`config.mk`:
```
export PLATFORM = sky130hd
export DESIGN_NAME = dfsm_core
export DESIGN_NICKNAME = d
export VERILOG_FILES = /design/src/rtl/dfsm_pkg.sv /design/src/rtl/dfsm_table_ram.sv /design/src/rtl/dfsm_id_crc.sv /design/src/rtl/dfsm_core.sv
export VERILOG_INCLUDE_DIRS = /design/src /design/src/rtl
export SDC_FILE = /design/constraint.sdc
export NUM_CORES = 2
export LEC_CHECK = 0
export CORE_ASPECT_RATIO = 1.5
export CORE_MARGIN = 1
export CORE_UTILIZATION = 60
export CTS_BUF_LIST = sky130_fd_sc_hd__clkbuf_4 sky130_fd_sc_hd__clkbuf_8
export DETAILED_ROUTE_END_ITERATION = 7
export DONT_BUFFER_PORTS = 1
export HOLD_SLACK_MARGIN = 0.05
export PLACE_DENSITY = 0.79
export SLEW_MARGIN = 40
export SYNTH_ARGS = -nofsm -noshare
export SYNTH_HDL_FRONTEND = slang
export SYNTH_HIERARCHICAL = 1
export SYNTH_SLANG_ARGS = --single-unit
```
`constraint.sdc`:
```
create_clock -name clk -period 15.45 [get_ports clk]
set_input_delay 0.7725 -clock clk [delete_from_list [all_inputs] [get_ports clk]]
set_output_delay 0.7725 -clock clk [all_outputs]
set_load 0.005 [all_outputs]
```
`src/rtl/dfsm_cfg.svh`:
```
// Constants of the disk format / sector map block: offsets, bits, codes.
// Assumes byte addresses on an 8-bit Wishbone address, one word per register.
`ifndef DFSM_CFG_SVH
`define DFSM_CFG_SVH

// ----------------------------------------
// Register byte offsets
// ----------------------------------------
`define DFSM_A_DATA   8'h00
`define DFSM_A_ERROR  8'h04
`define DFSM_A_SECCNT 8'h08
`define DFSM_A_SECNUM 8'h0C
`define DFSM_A_CYL    8'h10
`define DFSM_A_SDH    8'h14
`define DFSM_A_CMD    8'h18
`define DFSM_A_ISTAT  8'h1C
`define DFSM_A_IMASK  8'h20

// ----------------------------------------
// Field positions
// ----------------------------------------
`define DFSM_SDH_HEAD 2:0
`define DFSM_SDH_SIZE 6:5
`define DFSM_ST_BUSY 7
`define DFSM_ST_FULL 3
`define DFSM_ST_ERR 0
`define DFSM_ER_BADBLK 0
`define DFSM_ER_IDNF 1
`define DFSM_INT_DONE 0
`define DFSM_INT_ERR 1

// ----------------------------------------
// Codes and counts
// ----------------------------------------
`define DFSM_CMD_READ 8'h20
`define DFSM_CMD_WRITE 8'h30
`define DFSM_CMD_FORMAT 8'h50
`define DFSM_FLAG_GOOD 8'h00
`define DFSM_FLAG_BAD 8'h80
`define DFSM_ZERO_COUNT 9'h100
`define DFSM_SRCH_REVS 2'h2
`define DFSM_CRC_POLY 16'h1021
`define DFSM_CRC_INIT 16'hFFFF
`define DFSM_ID_BITS 40

`endif

```
`src/rtl/dfsm_pkg.sv`:
```
// Types shared by the disk format / sector map block.
// Assumes dfsm_cfg.svh supplies all numeric constants.
package dfsm_pkg;

  typedef enum logic [2:0] {
    st_idle = 3'b000,
    st_fill = 3'b001,
    st_fidx = 3'b010,
    st_fsec = 3'b011,
    st_srch = 3'b100
  } dfsm_state_t;

  typedef struct packed {
    logic cyc;
    logic stb;
    logic we;
    logic [7:0] adr;
    logic [3:0] sel;
    logic [31:0] dat;
  } dfsm_wb_req_t;

  // One ID field as recorded on or read from the media
  typedef struct packed {
    logic [1:0] size;
    logic [2:0] head;
    logic [15:0] cyl;
    logic [7:0] lsn;
    logic [7:0] flag;
  } dfsm_id_t;

  // Buffer pointer is 16 bits; buffers beyond 64 KiB are not supported
  typedef struct packed {
    dfsm_state_t state;
    logic [7:0] seccnt;
    logic [7:0] secnum;
    logic [15:0] cyl;
    logic [2:0] head;
    logic [1:0] size;
    logic err_bad;
    logic err_idnf;
    logic [15:0] wptr;
    logic full;
    logic [7:0] entry;
    logic [8:0] left;
    logic [7:0] phys;
    logic [1:0] revs;
    logic [1:0] int_stat;
    logic [1:0] int_mask;
    logic irq;
    logic ack;
    logic [31:0] rdat;
    logic [2:0] idx_s;
    logic [2:0] sec_s;
    logic fmt_id_valid;
    dfsm_id_t fmt_id;
    logic [15:0] fmt_crc;
    logic fmt_data_gate;
    logic xfer_go;
    logic xfer_write;
    logic [7:0] xfer_phys;
  } dfsm_core_t;

endpackage : dfsm_pkg

```
`src/rtl/dfsm_table_ram.sv`:
```
// Sector buffer: 16-bit words, byte-lane writes, registered read.
// Assumes the writer never writes and reads the same word in one cycle.
`timescale 1ns/1ps
module dfsm_table_ram #(
  parameter int DEPTH = 128,
  parameter int AW = 7
) (
  input wire logic clk,
  input wire logic we_lo,
  input wire logic we_hi,
  input wire logic [AW-1:0] waddr,
  input wire logic [7:0] wbyte,
  input wire logic [AW-1:0] raddr,
  output logic [15:0] rdata
);
  logic [15:0] mem [0:DEPTH-1];

  always_ff @(posedge clk) begin
    if (we_lo) begin
      mem[waddr][7:0] <= wbyte;
    end
    if (we_hi) begin
      mem[waddr][15:8] <= wbyte;
    end
    rdata <= mem[raddr];
  end
endmodule : dfsm_table_ram

```
`src/rtl/dfsm_id_crc.sv`:
```
// CRC-16 over one ID field, computed bit-serially in a single cycle.
// Assumes the record is padded to whole bytes, MSB first.
`timescale 1ns/1ps
`include "dfsm_cfg.svh"
module dfsm_id_crc (
  input wire dfsm_pkg::dfsm_id_t rec,
  output logic [15:0] crc
);
  import dfsm_pkg::*;
  localparam int NB = `DFSM_ID_BITS;
  logic [NB-1:0] bits;
  logic [15:0] chain [0:NB];

  assign bits = {3'h0, rec};
  assign chain[0] = `DFSM_CRC_INIT;
  for (genvar i = 0; i < NB; i++) begin : g_bit
    logic fb;
    assign fb = chain[i][15] ^ bits[NB-1-i];
    assign chain[i+1] = fb ? ({chain[i][14:0], 1'b0} ^ `DFSM_CRC_POLY) : {chain[i][14:0], 1'b0};
  end
  assign crc = chain[NB];
endmodule : dfsm_id_crc

```
`src/rtl/dfsm_core.sv`:
```
// Format command and sector map: buffer load, track format, ID search.
// Assumes a classic Wishbone master, drive index/sector pulses on pins,
// and a read channel that delivers each decoded ID field with its CRC.
`timescale 1ns/1ps
`include "dfsm_cfg.svh"
module dfsm_core #(
  parameter int BUF_BYTES = 256
) (
  input wire logic clk,
  input wire logic reset_n,
  input wire dfsm_pkg::dfsm_wb_req_t wb_req,
  output logic wb_ack_o,
  output logic [31:0] wb_dat_o,
  output logic irq,
  input wire logic index_pin,
  input wire logic sector_pin,
  input wire logic id_in_valid,
  input wire dfsm_pkg::dfsm_id_t id_in,
  input wire logic [15:0] id_in_crc,
  output logic fmt_id_valid,
  output dfsm_pkg::dfsm_id_t fmt_id,
  output logic [15:0] fmt_crc,
  output logic fmt_data_gate,
  output logic xfer_go,
  output logic xfer_write,
  output logic [7:0] xfer_phys
);
  import dfsm_pkg::*;

  localparam int DEPTH = BUF_BYTES / 2;
  localparam int AW = $clog2(DEPTH);
  localparam logic [15:0] LAST_BYTE = 16'(BUF_BYTES - 1);

  dfsm_core_t r;
  dfsm_core_t n;
  logic take;
  logic act;
  logic idx_p;
  logic sec_p;
  logic ram_we_lo;
  logic ram_we_hi;
  logic [15:0] ram_rdata;
  dfsm_id_t cand;
  dfsm_id_t crc_rec;
  logic [15:0] crc_out;
  logic crc_ok;
  logic id_match;
  logic busy;
  logic emit;
  logic [1:0] set_int;
  logic [1:0] clr_int;

  // ----------------------------------------
  // Sector buffer and ID CRC
  // ----------------------------------------
  dfsm_table_ram #(
    .DEPTH(DEPTH),
    .AW(AW)
  ) u_ram (
    .clk(clk),
    .we_lo(ram_we_lo),
    .we_hi(ram_we_hi),
    .waddr(r.wptr[AW:1]),
    .wbyte(wb_req.dat[7:0]),
    .raddr(r.entry[AW-1:0]),
    .rdata(ram_rdata)
  );

  // table entry feeds the ID record
  // logical number from table, not sector register
  always_comb begin
    cand.size = r.size;
    cand.head = r.head;
    cand.cyl = r.cyl;
    cand.lsn = ram_rdata[15:8];
    cand.flag = ram_rdata[7:0];
  end

  // One CRC unit shared: format and search never overlap
  assign crc_rec = (r.state == st_srch) ? id_in : cand;

  dfsm_id_crc u_crc (
    .rec(crc_rec),
    .crc(crc_out)
  );

  // size, head, cylinder and sector number fields and CRC must agree; flag is not compared
  assign crc_ok = (crc_out == id_in_crc);
  assign id_match = crc_ok && (id_in.size == r.size) && (id_in.head == r.head) &&
                    (id_in.cyl == r.cyl) && (id_in.lsn == r.secnum);

  assign idx_p = r.idx_s[1] & ~r.idx_s[2];
  assign sec_p = r.sec_s[1] & ~r.sec_s[2];
  assign busy = (r.state != st_idle);
  assign take = wb_req.cyc & wb_req.stb & ~r.ack;
  assign act = wb_req.cyc & wb_req.stb & r.ack;

  // ----------------------------------------
  // Next state
  // ----------------------------------------
  always_comb begin
    n = r;
    ram_we_lo = 1'b0;
    ram_we_hi = 1'b0;
    set_int = 2'h0;
    clr_int = 2'h0;
    emit = 1'b0;
    n.ack = take;
    n.fmt_id_valid = 1'b0;
    n.fmt_data_gate = 1'b0;
    n.xfer_go = 1'b0;
    n.idx_s = {r.idx_s[1:0], index_pin};
    n.sec_s = {r.sec_s[1:0], sector_pin};

    // Physical position on the track, counted from index
    if (idx_p) begin
      n.phys = 8'h00;
    end else if (sec_p) begin
      n.phys = r.phys + 8'h01;
    end

    if (take) begin
      case (wb_req.adr)
        `DFSM_A_ERROR: begin
          n.rdat = 32'h0;
          n.rdat[`DFSM_ER_BADBLK] = r.err_bad;
          n.rdat[`DFSM_ER_IDNF] = r.err_idnf;
        end
        `DFSM_A_SECCNT: n.rdat = {24'h0, r.seccnt};
        `DFSM_A_SECNUM: n.rdat = {24'h0, r.secnum};
        `DFSM_A_CYL: n.rdat = {16'h0, r.cyl};
        `DFSM_A_SDH: begin
          n.rdat = 32'h0;
          n.rdat[`DFSM_SDH_HEAD] = r.head;
          n.rdat[`DFSM_SDH_SIZE] = r.size;
        end
        `DFSM_A_CMD: begin
          n.rdat = 32'h0;
          n.rdat[`DFSM_ST_BUSY] = busy;
          n.rdat[`DFSM_ST_FULL] = r.full;
          n.rdat[`DFSM_ST_ERR] = r.err_bad | r.err_idnf;
        end
        `DFSM_A_ISTAT: n.rdat = {30'h0, r.int_stat};
        `DFSM_A_IMASK: n.rdat = {30'h0, r.int_mask};
        default: n.rdat = 32'h0;
      endcase
    end

    if (act && wb_req.we) begin
      case (wb_req.adr)
        `DFSM_A_DATA: begin
          // host bytes land in the table buffer
          if (!r.full && wb_req.sel[0]) begin
            ram_we_lo = ~r.wptr[0];
            ram_we_hi = r.wptr[0];
            n.wptr = r.wptr + 16'h0001;
            n.full = (r.wptr == LAST_BYTE);
          end
        end
        `DFSM_A_SECCNT: if (wb_req.sel[0]) n.seccnt = wb_req.dat[7:0];
        `DFSM_A_SECNUM: if (wb_req.sel[0]) n.secnum = wb_req.dat[7:0];
        `DFSM_A_CYL: begin
          if (wb_req.sel[0]) n.cyl[7:0] = wb_req.dat[7:0];
          if (wb_req.sel[1]) n.cyl[15:8] = wb_req.dat[15:8];
        end
        `DFSM_A_SDH: begin
          if (wb_req.sel[0]) begin
            n.head = wb_req.dat[`DFSM_SDH_HEAD];
            n.size = wb_req.dat[`DFSM_SDH_SIZE];
          end
        end
        `DFSM_A_CMD: begin
          // Commands while busy are dropped to keep the table intact
          if (!busy && wb_req.sel[0]) begin
            n.err_bad = 1'b0;
            n.err_idnf = 1'b0;
            n.revs = 2'h0;
            if (wb_req.dat[7:0] == `DFSM_CMD_FORMAT) begin
              n.wptr = 16'h0000;
              n.full = 1'b0;
              n.entry = 8'h00;
              // count of entries, zero meaning 256
              n.left = (r.seccnt == 8'h00) ? `DFSM_ZERO_COUNT : {1'b0, r.seccnt};
              n.state = st_fill;
            end else if (wb_req.dat[7:0] == `DFSM_CMD_READ || wb_req.dat[7:0] == `DFSM_CMD_WRITE) begin
              n.xfer_write = (wb_req.dat[7:0] == `DFSM_CMD_WRITE);
              n.state = st_srch;
            end
          end
        end
        `DFSM_A_ISTAT: if (wb_req.sel[0]) clr_int = wb_req.dat[1:0];
        `DFSM_A_IMASK: if (wb_req.sel[0]) n.int_mask = wb_req.dat[1:0];
        default: begin
        end
      endcase
    end

    case (r.state)
      st_idle: begin
      end
      st_fill: begin
        if (r.full) begin
          n.state = st_fidx;
        end
      end
      st_fidx: begin
        // first entry goes to the sector at index
        if (idx_p) begin
          emit = 1'b1;
        end
      end
      st_fsec: begin
        if (sec_p) begin
          emit = 1'b1;
        end
      end
      st_srch: begin
        if (id_in_valid && id_match) begin
          n.state = st_idle;
          set_int[`DFSM_INT_DONE] = 1'b1;
          if (id_in.flag == `DFSM_FLAG_BAD) begin
            n.err_bad = 1'b1;
            set_int[`DFSM_INT_ERR] = 1'b1;
          end else begin
            // logical number resolved to physical slot
            n.xfer_go = 1'b1;
            n.xfer_phys = r.phys;
          end
        end else if (idx_p) begin
          // Give up after a fixed number of revolutions
          if (r.revs == `DFSM_SRCH_REVS) begin
            n.err_idnf = 1'b1;
            n.state = st_idle;
            set_int = 2'h3;
          end else begin
            n.revs = r.revs + 2'h1;
          end
        end
      end
      default: n.state = st_idle;
    endcase

    if (emit) begin
      // map written into the ID field
      n.fmt_id_valid = 1'b1;
      n.fmt_id = cand;
      n.fmt_crc = crc_out;
      // data field for every entry whose flag is not the bad mark
      n.fmt_data_gate = (cand.flag != `DFSM_FLAG_BAD);
      n.entry = r.entry + 8'h01;
      n.left = r.left - 9'h001;
      if (r.left == 9'h001) begin
        n.state = st_idle;
        set_int[`DFSM_INT_DONE] = 1'b1;
      end else begin
        n.state = st_fsec;
      end
    end

    // Set wins over a same-cycle clear
    n.int_stat = (r.int_stat & ~clr_int) | set_int;
    n.irq = |(n.int_stat & n.int_mask);
  end

  always_ff @(posedge clk or negedge reset_n) begin
    if (!reset_n) begin
      r <= '0;
    end else begin
      r <= n;
    end
  end

  assign wb_ack_o = r.ack;
  assign wb_dat_o = r.rdat;
  assign irq = r.irq;
  assign fmt_id_valid = r.fmt_id_valid;
  assign fmt_id = r.fmt_id;
  assign fmt_crc = r.fmt_crc;
  assign fmt_data_gate = r.fmt_data_gate;
  assign xfer_go = r.xfer_go;
  assign xfer_write = r.xfer_write;
  assign xfer_phys = r.xfer_phys;
endmodule : dfsm_core

```
* Word-level counts from Yosys, hierarchy flattened
Memory sizes are Yosys's and may differ from the RTL's. A register that Yosys moved wholly into a read port is not among the register bits. Cells that the tools add are included.
Storage, ports and cells: register bits after elaboration 195, bits in writable memories 2048, input bits 105, output and inout port bits 99, logic and storage cells 300, memories 1
Operators by class: $add $sub $neg 5, eq/ne operators 28, multiplexer cells 113, bitwise gates (word level) 88, reduce and logical (&&, ||, !) cells 32
Memory list:
- u_ram.mem | depth 128, width 16, read ports 1, clocked after Yosys merged registers in 1, wr ports 1, RTL line dfsm_table_ram.sv:16 | logic [15:0] mem [0:DEPTH-1];
Operators by type and width (count):
- $mux 13 | 37
- $pmux 16 s8 | 1
- $not 3->3 | 36
- $mux 76 | 1
- $mux 8 | 8
- $mux 55 | 1
- $mux 17 | 3
- $mux 2 | 20
- $mux 37 | 1
- $mux 36 | 1
- $mux 34 | 1
- $pmux 17 s2 | 1
- $xor 1x1->1 | 33
- $eq 16x16->1 | 2
- $eq 8x5->1 const B | 4
- $mux 3 | 9
- $eq 8x6->1 const B | 3
- $mux 1 | 23
- $reduce_and 3->1 | 6
- $add 16x1->16 const B | 1
- $add 8x1->8 const B | 2
- $eq 16x8->1 const B | 1
- $eq 8x4->1 const B | 2
- $logic_not 8->1 | 2
- 37 further kinds | 67

* Depth between registers and ports, before layout
depth in word-level cells 88, gate-level depth with buffers 21, mapped depth without buffers 16

* By module
The synthesis kept the hierarchy.
By module, submodules not included:
- dfsm_table_ram | instances 1, cells an instance 3235, area each 79094.6 um^2, sequential area each 61819.3 um^2
- dfsm_core | instances 1, cells an instance 955, area each 9316.4 um^2, sequential area each 4454.3 um^2
- dfsm_id_crc | instances 1, cells an instance 105, area each 1365.1 um^2, sequential area each 0.0 um^2

* Worst setup path before layout
No wires, ideal clock.
path type reg2reg, start point register r[192] in the netlist's numbering, end point register r (netlist bit irq), library setup time 0.121 ns, arrival time 5.164 ns, required time 15.329 ns, setup slack 10.165 ns, cell stages (with the launch flop) 19, buffers on the path 4, clock period less this slack 5.285 ns, cells stage by stage dfrtp_1 > nor2_1 > and2_1 > buf_6 > clkbuf_1 > mux2_2 > buf_4 > xnor3_2 > xor3_1 > xnor2_1 > xnor2_1 > xor3_1 > a22o_1 > or4_2 > or4_1 > buf_2 > mux2i_1 > a22o_2 > a22o_1
RTL lines:
- from (decl) | RTL line dfsm_core.sv:34 | dfsm_core_t r;
- from (signal assigned) | RTL line dfsm_core.sv:269 | r <= n;

==> out/summary.json <==
{
  "cts_inserted_buffers": 312,
  "timing.rr.start": "r[192]$_DFF_PN0_",
  "gpl.final_weighted_congestion": 0.923,
  "synth.top_cells.by_area": "sky130_fd_sc_hd__edfxtp_1, sky130_fd_sc_hd__mux4_2, sky130_fd_sc_hd__dfrtp_1",
  "final_critical_path_setup_slack_ns": 8.98,
  "synth_enable_flop_cells": 2048,
  "grt_pass1_wl_mm": 303,
  "hpwl_after_dpl_mm": 117,
  "netlist_area_pre_place_um2": 89800,
  "chipHeight_um": 476,
  "hold_start": "wb_req[39]",
  "rows": 173,
  "cts_num_sinks": 2242,
  "critPathTopFamily": "simple AND/OR/NAND/NOR gates",
  "synth.ff_latch_count": 2242,
  "grt_max_degree": 229,
  "max_slew.worst_pin.slew_ns": 0.970,
  "yosys_top_cell_by_area": "sky130_fd_sc_hd__edfxtp_1",
  "routed_wl_mm": 210,
  "finalMaxSlewViolations": 0,
  "dpl_worst_slack_ns": 9.15,
  "setup_viol": 0,
  "floorplan.die_area_um2": 151000,
  "detail_route.wl_per_cell_um": 32.1,
  "cts_resized": 0,
  "first_iter_violations": 5630,
  "boundaryPins": 204,
  "peak_ir_drop_on_the_vdd_network_v": 0.0000912,
  "arrival_ns": 7.33,
  "cell_variety_after_synth": 68,
  "setup.worst_path.start": "r[192]$_DFF_PN0_",
  "run_status": "complete, no violations",
  "postCtsSetupRepairBufs": 0,
  "finalNetCount": 4497,
  "async_reset_ff_share_pct": 7.94,
  "timing.critical_path.slowest_stage_cell": "sky130_fd_sc_hd__or4_2",
  "drt_pass1_iterations": 6,
  "cp_cell_sequence": "nor2_1, and2_1, buf_4, nand2_1, o21ai_1, xnor3_1, xnor2_2, xnor2_4, xnor2_1, xor3_1, a22o_1, or4_2, nor4_2, and3_1, mux2_2",
  "grt_overflow": 0,
  "drc_errors": 0,
  "h-tree-depth": 5,
  "skew_ns": 0.0715,
  "clk-insertion-delay-late_ns": 0.99,
  "synthCells": 4295,
  "max_clock_freq_mhz": 155,
  "setup_tns_ns": 0,
  "global_route.usage.total_pct": 28.0,
  "timing.final.crit_share_pct": 41.9,
  "synth_seq_area_share_pct": 73.8,
  "sort_of_element_at_the_start_of_the_critical_path": "flop",
  "worst_path_buffer_plus_inverter_count": 1,
  "timing.setup.critical_path_class": "reg2reg",
  "static-leakage-power_uw": 0.0326,
  "max-cap-violations": 0,
  "filler_cell_count": 8818,
  "core_area_um2": 148000,
  "postLayoutCoreUtil_pct": 66.1,
  "postSynthAreaPerCell_um2": 20.9,
  "cts_tree": "yes",
  "slew_headroom_pct": 35.1,
  "most_used_dff_post_synth": "sky130_fd_sc_hd__edfxtp_1",
  "finalHoldViolations": 0,
  "post-synth-top-area-fraction_pct": 68.5,
  "timing.hold.worst.class": "in2reg",
  "grt_pass1_vias": 44452,
  "timing.critical_path.required_ns": 16.31,
  "multi_input_comb_area_um2": 22000,
  "detailroute.via_count": 43586,
  "antenna_found_initial": 3,
  "drive_gt1_share_pct": 30.4,
  "ant_nets": 0,
  "cts_max_path_buffers": 4,
  "area_growth_pct": 9.17,
  "final_worst_path_period_need_ns": 6.47,
  "cts.reportedPaths.clkPinSlew_ns": 0.07,
  "ff_latch_area_um2": 66300,
  "port_buffers": 0,
  "buffer_type_at_the_clock_tree_root": "sky130_fd_sc_hd__clkbuf_8",
  "vias_per_cell": 6.66,
  "floorplan.initialDensity_pct": 60.5,
  "die_width_um": 318,
  "rsz0062_at_grt": "false",
  "cp_slowest_stage_delay_ns": 0.68,
  "largest_fanout_on_the_critical_path": 34,
  "power_per_cell_area_nw_per_um2": 114,
  "worst_setup_path_end_kind": "flop",
  "yosysWarnings": 6
}
## kinds of logic after synthesis
family / synth area share [%]
adders and majority gates: 0.0697
other: 0.00418
buffers and inverters: 1.96
DFF: 73.8
xor gates and xnor gates: 1.94
and+or+nand+nor: 3.27
muxes: 18.2
AOI/OAI and AO/OA: 0.705
## timing repair
action,CTS,global route
hold buffers,34,0
endpoints found under the hold margin,1456,0
setup endpoints to repair,0,0
## stage by stage
step / power [uW] / cells / hold WS, ns / cell area [um2]
after global placement: 6780 / 5953 / 0.344 / 90900
after floorplan: 6780 / 4310 / 0.331 / 89800
after global routing: 11500 / 6544 / 0.114 / 98000
after CTS: 11300 / 6529 / 0.0523 / 97700
final: 11200 / 6548 / 0.151 / 98000
after detailed placement: 6780 / 5957 / 0.341 / 91100
## registers in the layout, summed over array words and instances (netlist names)
signal         cells
u_ram/mem       2048
irq                1
r                 70
fmt_crc           16
wb_ack_o           1
xfer_write         1
xfer_go            1
cand              21
xfer_phys          8
wb_dat_o          16
fmt_id_valid       1
u_ram/rdata       16
fmt_data_gate      1
n                  4
fmt_id            37
## synth_stat cells, types with 4 or more instances
cell type,n
sky130_fd_sc_hd__or4_1,4
sky130_fd_sc_hd__inv_1,14
sky130_fd_sc_hd__nand3b_1,6
sky130_fd_sc_hd__nand4_1,9
sky130_fd_sc_hd__edfxtp_1,2048
sky130_fd_sc_hd__clkbuf_1,130
sky130_fd_sc_hd__dfrtp_1,178
sky130_fd_sc_hd__buf_4,104
sky130_fd_sc_hd__o22ai_1,5
sky130_fd_sc_hd__nor2_1,303
sky130_fd_sc_hd__ha_1,5
sky130_fd_sc_hd__buf_2,49
sky130_fd_sc_hd__and3_1,10
sky130_fd_sc_hd__mux4_2,672
sky130_fd_sc_hd__a221oi_1,5
sky130_fd_sc_hd__nor4_1,18
sky130_fd_sc_hd__a22o_1,7
sky130_fd_sc_hd__nor4b_1,4
sky130_fd_sc_hd__buf_1,32
sky130_fd_sc_hd__xnor2_2,4
sky130_fd_sc_hd__mux2i_1,7
sky130_fd_sc_hd__o31ai_1,4
sky130_fd_sc_hd__buf_6,6
sky130_fd_sc_hd__and2_1,7
sky130_fd_sc_hd__nand2_1,236
sky130_fd_sc_hd__o21ai_0,31
sky130_fd_sc_hd__nor2b_1,14
sky130_fd_sc_hd__xor3_1,6
sky130_fd_sc_hd__mux2_2,103
sky130_fd_sc_hd__xor2_1,56
sky130_fd_sc_hd__dfxtp_1,16
sky130_fd_sc_hd__a21oi_1,19
sky130_fd_sc_hd__xnor3_1,20
sky130_fd_sc_hd__xnor2_1,57
sky130_fd_sc_hd__or3_1,13
sky130_fd_sc_hd__nand3_1,46
## final cells by class
class | count | share of cell area (%)
flip-flops and latches | 2242 | 67.6
multi-input cells | 1731 | 22.5
clock buffers | 428 | 5.37
well taps | 1925 | 2.46
repair buffers | 84 | 1.29
clock inverters | 110 | 0.693
inverters | 16 | 0.0613
diodes | 12 | 0.0306
## placed cells by master (no fill, tap or decap), types with 7 or more instances in the layout
master / Yosys / final
sky130_fd_sc_hd__clkbuf_4: 0 / 101
sky130_fd_sc_hd__nor2b_1: 14 / 13
sky130_fd_sc_hd__dfrtp_1: 178 / 171
sky130_fd_sc_hd__dfxtp_1: 16 / 16
sky130_fd_sc_hd__nor2_1: 303 / 275
sky130_fd_sc_hd__buf_4: 104 / 29
sky130_fd_sc_hd__nand2_1: 236 / 229
sky130_fd_sc_hd__bufinv_16: 0 / 7
sky130_fd_sc_hd__and3_1: 10 / 10
sky130_fd_sc_hd__edfxtp_1: 2048 / 2048
sky130_fd_sc_hd__mux2i_1: 7 / 7
sky130_fd_sc_hd__conb_1: 1 / 16
sky130_fd_sc_hd__or3_1: 13 / 13
sky130_fd_sc_hd__xnor2_1: 57 / 57
sky130_fd_sc_hd__mux2_2: 103 / 103
sky130_fd_sc_hd__clkbuf_8: 0 / 328
sky130_fd_sc_hd__xor2_1: 56 / 56
sky130_fd_sc_hd__dlygate4sd3_1: 0 / 13
sky130_fd_sc_hd__diode_2: 0 / 12
sky130_fd_sc_hd__nand3_1: 46 / 36
sky130_fd_sc_hd__inv_1: 14 / 14
sky130_fd_sc_hd__nand4_1: 9 / 9
sky130_fd_sc_hd__clkinv_2: 0 / 40
sky130_fd_sc_hd__clkinv_1: 2 / 56
sky130_fd_sc_hd__mux4_2: 672 / 672
sky130_fd_sc_hd__a22o_1: 7 / 7
sky130_fd_sc_hd__buf_16: 0 / 24
sky130_fd_sc_hd__xnor3_1: 20 / 20
sky130_fd_sc_hd__a21oi_1: 19 / 19
sky130_fd_sc_hd__and2_1: 7 / 7
sky130_fd_sc_hd__nor4_1: 18 / 15
sky130_fd_sc_hd__o21ai_0: 31 / 30
sky130_fd_sc_hd__buf_6: 6 / 10
sky130_fd_sc_hd__nand2_2: 0 / 7
sky130_fd_sc_hd__nor2_2: 0 / 28
## worst reg2reg max path: stages (launching register included)
cell and delay [ns]:
sky130_fd_sc_hd__dfrtp_1 0.43, sky130_fd_sc_hd__nor2_1 0.16, sky130_fd_sc_hd__and2_1 0.14, sky130_fd_sc_hd__buf_4 0.41
sky130_fd_sc_hd__nand2_1 0.12, sky130_fd_sc_hd__o21ai_1 0.40, sky130_fd_sc_hd__xnor3_1 0.57, sky130_fd_sc_hd__xnor2_2 0.40
sky130_fd_sc_hd__xnor2_4 0.19, sky130_fd_sc_hd__xnor2_1 0.68, sky130_fd_sc_hd__xor3_1 0.37, sky130_fd_sc_hd__a22o_1 0.29
sky130_fd_sc_hd__or4_2 0.68, sky130_fd_sc_hd__nor4_2 0.60, sky130_fd_sc_hd__and3_1 0.54, sky130_fd_sc_hd__mux2_2 0.40
## worst paths after layout
path	to	slack, ns	cells past startpoint
min reg2reg	n[70]$_DFF_PN0_	0.37	0
min	r[108]$_DFF_PN0_	0.15	4
min in group asynchronous	n[66]$_DFF_PN0_	0.32	2
max reg2reg	xfer_phys[0]$_DFFE_PN0P_	8.98	15
max	xfer_phys[0]$_DFFE_PN0P_	8.98	15
max in group asynchronous	r[134]$_DFFE_PN0P_	14.20	3
## per-layer routing
layer  GRT usage (%)  routed length [um]
met1            33.7               69600
met2            48.8              110000
met3            5.57               18900
met4            13.7               11500
met5               0                  11
## power breakdown
part	internal (uW)	switching, uW	leakage [uW]
logic	31.8	125	0.00857
registers	6620	2.77	0.0208
clock network	2320	2100	0.00317
No activity file was read; power rests on OpenSTA's default activity.
